### src/rtl/tcm_map.svh
// Constants for the tightly coupled memory enable and wrapper block
`ifndef TCM_MAP_SVH
`define TCM_MAP_SVH
`define CTRL_DSRAM_BIT 2
`define CTRL_ISRAM_BIT 12
`define CTRL_RESET 32'h0000_0000
`define REGION_HI 31
`define REGION_LO 26
`define REGION_ISRAM 6'h00
`define REGION_DSRAM 6'h01
`define WORD_HI 14
`define WORD_LO 2
`define SEG_HI 12
`define SEG_LO 11
`define SEG_ADDR_HI 10
`define SIZE_BYTE 2'h0
`define SIZE_HALF 2'h1
`endif

### src/rtl/tcm_pkg.sv
// Types shared by the tightly coupled memory enable and wrapper block
`default_nettype none
package tcm_pkg;
	typedef enum logic [2:0]
	{
		single_segment_word_interface = 3'h1,
		four_segment_word_interface = 3'h2,
		four_segment_byte_interface = 3'h4
	} wrap_mode_t;

	typedef struct packed
	{
		logic valid;
		logic write;
		logic [1:0] size;
		logic [31:0] addr;
		logic [31:0] wdata;
	} core_req_t;

	typedef struct packed
	{
		logic valid;
		logic fetch;
		logic write;
		logic [1:0] size;
		logic [31:0] addr;
		logic [31:0] wdata;
	} bus_req_t;

	typedef struct packed
	{
		logic [3:0] memory_select;
		logic [3:0] memory_write_strobe;
		logic [15:0] byte_select;
		logic [3:0] byte_lane_write;
		logic [12:0] memory_word_address;
		logic [31:0] wdata;
	} mem_port_t;
endpackage
`default_nettype wire
### src/rtl/tcm_enable_and_wrapper.sv
// Memory enable, routing and memory wrapper for the tightly coupled memories
`include "tcm_map.svh"
`default_nettype none
module tcm_enable_and_wrapper
#(
	parameter tcm_pkg::wrap_mode_t wrap_mode =
		tcm_pkg::single_segment_word_interface
)
(
	input wire logic clk,
	input wire logic reset,
	input wire logic sram_boot_enable_pin,
	input wire logic ctrl_write,
	input wire logic [31:0] ctrl_wdata,
	output logic [31:0] ctrl_rdata,
	output logic isram_enabled,
	output logic dsram_enabled,
	input wire tcm_pkg::core_req_t ifetch,
	input wire tcm_pkg::core_req_t dreq,
	output logic i_wait,
	output logic d_wait,
	output logic [31:0] i_rdata,
	output logic [31:0] d_rdata,
	output tcm_pkg::bus_req_t bus_req,
	input wire logic bus_ready,
	input wire logic [31:0] bus_rdata,
	output tcm_pkg::mem_port_t iram_port,
	input wire logic [31:0] iram_q,
	output tcm_pkg::mem_port_t dram_port,
	input wire logic [31:0] dram_q
);
	import tcm_pkg::*;

	////////////////////////////////////////////////////////////////////////
	// Helpers

	function automatic logic in_region(input logic [31:0] a,
		input logic [5:0] r);
		return a[`REGION_HI:`REGION_LO] == r;
	endfunction

	function automatic logic [3:0] lane_mask(input logic [1:0] size,
		input logic [1:0] a);
		logic [3:0] m;
		m = 4'hF;
		case (size)
			`SIZE_BYTE: m = 4'h1 << a;
			`SIZE_HALF: m = a[1] ? 4'hC : 4'h3;
			default: m = 4'hF;
		endcase
		return m;
	endfunction

	// Shapes one access into the select pattern of the chosen macro layout
	function automatic mem_port_t wrap(input logic valid,
		input core_req_t r);
		mem_port_t p;
		logic [12:0] wa;
		logic [3:0] seg;
		logic [3:0] lanes;
		p = '0;
		wa = r.addr[`WORD_HI:`WORD_LO];
		seg = valid ? (4'h1 << wa[`SEG_HI:`SEG_LO]) : 4'h0;
		lanes = (valid && r.write) ? lane_mask(r.size, r.addr[1:0]) : 4'h0;
		p.byte_lane_write = lanes;
		p.wdata = r.wdata;
		case (wrap_mode)
			single_segment_word_interface:
			begin
				p.memory_select = {3'h0, valid};
				p.memory_write_strobe = {3'h0, valid && r.write};
				p.memory_word_address = wa;
			end
			four_segment_word_interface,
			four_segment_byte_interface:
			begin
				p.memory_select = seg;
				p.memory_write_strobe = r.write ? seg : 4'h0;
				p.memory_word_address = {2'h0, wa[`SEG_ADDR_HI:0]};
				if (wrap_mode == four_segment_byte_interface)
				begin
					for (int s = 0; s < 4; s++)
					begin
						for (int b = 0; b < 4; b++)
						begin
							p.byte_select[s * 4 + b] = seg[s] &&
								(!r.write || lanes[b]);
						end
					end
				end
			end
			default:
			begin
				p.memory_select = 4'h0;
			end
		endcase
		return p;
	endfunction

	////////////////////////////////////////////////////////////////////////
	// Boot strap capture and control word

	logic boot_meta_r;
	logic boot_sync_r;
	logic boot_pending_r;
	logic [31:0] ctrl_r;

	// No reset here so the strap is already settled when reset is released
	always_ff @(posedge clk)
	begin
		boot_meta_r <= sram_boot_enable_pin;
		boot_sync_r <= boot_meta_r;
	end

	always_ff @(posedge clk or posedge reset)
	begin
		if (reset)
			boot_pending_r <= 1'b1;
		else
			boot_pending_r <= 1'b0;
	end

	// Software writes the whole word, so other bits survive only when it
	// writes back what it read
	always_ff @(posedge clk or posedge reset)
	begin
		if (reset)
			ctrl_r <= `CTRL_RESET;
		else if (boot_pending_r)
		begin
			ctrl_r[`CTRL_ISRAM_BIT] <= boot_sync_r;
			ctrl_r[`CTRL_DSRAM_BIT] <= boot_sync_r;
		end
		else if (ctrl_write)
			ctrl_r <= ctrl_wdata;
	end

	logic ien;
	logic den;
	assign ien = ctrl_r[`CTRL_ISRAM_BIT];
	assign den = ctrl_r[`CTRL_DSRAM_BIT];
	assign ctrl_rdata = ctrl_r;
	assign isram_enabled = ien;
	assign dsram_enabled = den;

	////////////////////////////////////////////////////////////////////////
	// Routing

	logic i_to_isram;
	logic i_to_bus;
	logic d_to_isram;
	logic d_to_dsram;
	logic d_to_bus;
	logic i_take;
	logic d_take;

	// Upper address bits are ignored inside a region, so a small macro
	// aliases across its whole 64 MB window
	assign i_to_isram = ifetch.valid && ien &&
		in_region(ifetch.addr, `REGION_ISRAM);
	assign i_to_bus = ifetch.valid && !i_to_isram;
	assign d_to_isram = dreq.valid && ien &&
		in_region(dreq.addr, `REGION_ISRAM);
	assign d_to_dsram = dreq.valid && den &&
		in_region(dreq.addr, `REGION_DSRAM);
	assign d_to_bus = dreq.valid && !d_to_isram && !d_to_dsram;

	// The data side wins both the shared instruction memory and the bus;
	// the fetch waits while the data request targets the same one, or, on the bus, also while bus_ready is low
	assign d_wait = d_to_bus && !bus_ready;
	assign i_wait = (i_to_isram && d_to_isram) ||
		(i_to_bus && (d_to_bus || !bus_ready));
	assign i_take = ifetch.valid && !i_wait;
	assign d_take = dreq.valid && !d_wait;

	always_comb
	begin
		bus_req = '0;
		if (d_to_bus)
		begin
			bus_req.valid = 1'b1;
			bus_req.write = dreq.write;
			bus_req.size = dreq.size;
			bus_req.addr = dreq.addr;
			bus_req.wdata = dreq.wdata;
		end
		else if (i_to_bus)
		begin
			bus_req.valid = 1'b1;
			bus_req.fetch = 1'b1;
			bus_req.size = ifetch.size;
			bus_req.addr = ifetch.addr;
		end
	end

	// A disabled memory sees no select at all, so its contents stay put
	// Each memory gets its own wrapper call, but both share one layout; each takes its word address from the request routed to it
	always_comb
	begin
		if (d_to_isram)
			iram_port = wrap(1'b1, dreq);
		else
			iram_port = wrap(i_to_isram, ifetch);
		dram_port = wrap(d_to_dsram, dreq);
	end

	////////////////////////////////////////////////////////////////////////
	// Read return, one cycle after the access is taken

	logic i_from_isram_r;
	logic d_from_isram_r;
	logic d_from_dsram_r;
	logic [31:0] bus_data_r;

	always_ff @(posedge clk or posedge reset)
	begin
		if (reset)
		begin
			i_from_isram_r <= 1'b0;
			d_from_isram_r <= 1'b0;
			d_from_dsram_r <= 1'b0;
		end
		else
		begin
			i_from_isram_r <= i_take && i_to_isram;
			d_from_isram_r <= d_take && d_to_isram;
			d_from_dsram_r <= d_take && d_to_dsram;
		end
	end

	always_ff @(posedge clk or posedge reset)
	begin
		if (reset)
			bus_data_r <= 32'h0000_0000;
		else if (bus_req.valid && bus_ready && !bus_req.write)
			bus_data_r <= bus_rdata;
	end

	assign i_rdata = i_from_isram_r ? iram_q : bus_data_r;
	assign d_rdata = d_from_isram_r ? iram_q :
		(d_from_dsram_r ? dram_q : bus_data_r);
endmodule
`default_nettype wire

### config.mk
export PLATFORM = sky130hd
export DESIGN_NAME = tcm_enable_and_wrapper
export DESIGN_NICKNAME = d
export VERILOG_FILES = /design/src/rtl/tcm_pkg.sv /design/src/rtl/tcm_enable_and_wrapper.sv
export VERILOG_INCLUDE_DIRS = /design/src /design/src/rtl
export SDC_FILE = /design/constraint.sdc
export NUM_CORES = 1
export LEC_CHECK = 0
export BUFFER_PORTS_ARGS = -buffer_cell sky130_fd_sc_hd__buf_2
export CORE_AREA = 2 2 229 231
export CTS_CLUSTER_SIZE = 10
export DETAILED_ROUTE_END_ITERATION = 10
export DIE_AREA = 0 0 231 233
export GPL_ROUTABILITY_DRIVEN = 0
export PLACE_DENSITY_LB_ADDON = 0.2
export SLEW_MARGIN = 20
export SYNTH_ARGS = -nofsm -noshare
export SYNTH_HDL_FRONTEND = slang
export SYNTH_SLANG_ARGS = --single-unit
### constraint.sdc
create_clock -name clk -period 3.1 [get_ports clk]
set_input_delay 0.62 -clock clk [delete_from_list [all_inputs] [get_ports clk]]
set_output_delay 0.62 -clock clk [all_outputs]
set_load 0.1 [all_outputs]
==> reports/metrics.cfg <==
[global_routing]
grt_pass1_wl_um = 46500
use_met2 = 0.234
met3_usage = 0.0316
grt_max_degree = 69
overflow = 0
grt_use_total = 0.122
use_met1 = 0.121
grt-busiest-layer = met2
first_global_vias = 6524
antenna_found_initial = 5

[logic_synthesis]
synth_area_um2 = 5790
synth.yosys.seq_area_share = 0.301
synthTopCellsByArea = dfrtp_1, mux2_2, buf_4, nand2_1, mux2i_1
synth_edf_count = 0
yosysMostFrequentCell = mux2_2
synth.avg_cell_area_um2 = 9.14
synth_seq_cells = 70
synth_top_area_frac = 0.289
synthCells = 634
async_flop_share = 0.971
synth_cell_types = 35
yosys.area.top_type = dfrtp_1
synth_flop_cell = dfrtp_1
yosysWarnings = 0
synth_common_cells = mux2_2, nand2_1, buf_4, dfrtp_1, o21ai_0

[sta]
whs_ns = 0.324
drv_slew = 0
setup_viol_count_final = 0
hold_violations = 0
fmax_ghz = 0.323
worst_slew_pin_slew_ns = 0.595
rsz0062_at_grt = yes
finalClockSkew_ns = 0.00840
max-slew-margin-rel = 0.603
fin_setup_tns_ns = 0
finalCritPeriodShare = 0.999
min_period_ns = 3.10

[worst_setup_path]
required_ns = 2.48
crit_fanout = 31
worst-r2r-cell-count = 7
crit_type = in2out
r2r_end = bus_data_r[1]
rrSetupSlack_ns = 0.72
cp-start-kind = input pin
reg2reg_from = ctrl_rdata[12]
cp-end-kind = primary output
arrival_ns = 2.48

[die]
die_area_um2 = 53800
die_w_um = 231
die_h_um = 233
fp-row-count = 83
io-pin-count = 584
core-area_um2 = 51100
start_util = 0.113

[cts]
post_cts_buffers = 0
cts_buffers = 9
clock_latency_ns = 0.36
path_clk_slew_ns = 0.06
cts_sinks = 70
root_buffer = clkbuf_16
h-tree-depth = 3
cts_tree = built
clockBufferDepth = 2

[layout]
design_area_um2 = 11000
seqCellArea_um2 = 1750
multi_input_area_um2 = 3810
layout-drive-gt1-share = 0.693
final_core_util = 0.216
n_fill_cell = 5656
final_cells = 1814
syn_to_final_growth_pct = 90.6
fin_nets = 1396

[routing]
drtIter0Drc = 200
dr.pass1.iters = 4
ant_nets = 0
drc_errors = 0
avgRoutedWirePerCell_um = 18.8
wirelength_um = 34100
vias_per_cell = 3.54
num_vias = 6420

[status]
status = completed

[pwr]
peakVddDrop_mv = 0.240
powerDensity_nw_per_um2 = 573
p_leak_uw = 0.00506

[placement]
dpl.hpwl_um = 29200
io_buffers = 539
dpl-instance-area_um2 = 10500
place_inst = 1796

[flow_run]
drv_cap = 0

[hold_path]
holdCritPathClass = in2async

-- worst max-delay path by stage --
| stage | startpoint | endpoint | slack (ns) | cells past startpoint |
|---|---|---|---|---|
| floorplan | dreq[61] | bus_req[37] | -0.74 | 4 |
| global placement | dreq[61] | iram_port[36] | -0.09 | 9 |
| detailed placement | dreq[61] | iram_port[36] | -0.12 | 9 |
| CTS | dreq[61] | iram_port[36] | -0.03 | 9 |
| global route | dreq[61] | iram_port[25] | -0.05 | 8 |
| finish | dreq[61] | iram_port[12] | 0.002 | 8 |
-- layer usage --
metal / share of wire / vias to the layer above
met2: 0.54 / 346
met3: 0.074 / 38
met4: 0.040 / 4
li1: - / 3017
met1: 0.35 / 3015
met5: 0.00088 / -
-- registers in the layout, indices dropped and copies added (netlist names) --
signal / flops
ctrl_rdata: 32
i_from_isram_r: 1
bus_data_r: 32
d_from_isram_r: 1
boot_sync_r: 1
boot_pending_r: 1
boot_meta_r: 1
d_from_dsram_r: 1
-- final cells by class --
| class | count | share of cell area |
|---|---|---|
| Timing Repair Buffer | 571 | 0.390 |
| Multi-Input combinational cell | 468 | 0.345 |
| Sequential cell | 70 | 0.159 |
| Tap cell | 680 | 0.0770 |
| Clock buffer | 9 | 0.0204 |
| Clock inverter | 7 | 0.00555 |
| Inverter | 7 | 0.00249 |
| Antenna cell | 2 | 0.000453 |
-- where the power goes --
part           total [uW]  switching (uW)  leakage (uW)  internal [uW]
logic                4140            3290       0.00412            849
clock network        1040             486      0.000135            559
registers            1150            99.5      0.000812           1050
-- per-stage QoR --
| stage | power, uW | worst slack [ns] |
|---|---|---|
| floorplan | 4440 | -0.737 |
| detailed placement | 5290 | -0.118 |
| CTS | 6430 | -0.0320 |
| global route | 6590 | -0.0548 |
| finish | 6330 | 0.00226 |
| global placement | 5280 | -0.0867 |
-- kinds of logic (layout without fill, tap and decap cells) --
logic type | after synthesis | after routing | share of synthesized area
AO/OA/AOI/OAI | 84 | 84 | 0.0832
other | 1 | 47 | 0.000647
AND/OR/NAND/NOR | 167 | 167 | 0.132
multiplexers | 172 | 172 | 0.327
buffers and inverters | 140 | 594 | 0.156
flip-flops | 70 | 70 | 0.301
-- critical path: stages --
cell and delay, ns:
buf_6 0.09, or4_4 0.58, nor2_4 0.11, nand3b_1 0.12, inv_2 0.13, buf_12 0.20
mux2_2 0.38, buf_6 0.19
-- cell usage in the layout, fill, tap and decap left out, drive strengths merged --
cell type  count
o31ai          1
and3           2
o31a           1
dfstp          1
a211oi         2
a21oi          6
nand3b         1
diode          2
dfrtp         67
o211ai         1
inv           11
nor2b          6
o21ai         65
o311ai         1
o22ai          5
nand4          2
or3b           1
mux2         139
or4            1
a31oi          1
clkbuf         9
buf          571
conb          45
or2            2
o21ba          1
and2          32
nand2        103
mux2i         33
clkinvlp       2
nor2          13
nand2b         3
nor4           1
dfxtp          2
clkinv         1
-- repair_timing --
| item | CTS | global route |
|---|---|---|
| hold buffers | 0 | 0 |
| setup endpoints to repair | 51 | 85 |
| pin swaps | 0 | 1 |
| gates resized for setup | 56 | 69 |
Power figures use the tool's default switching activity.
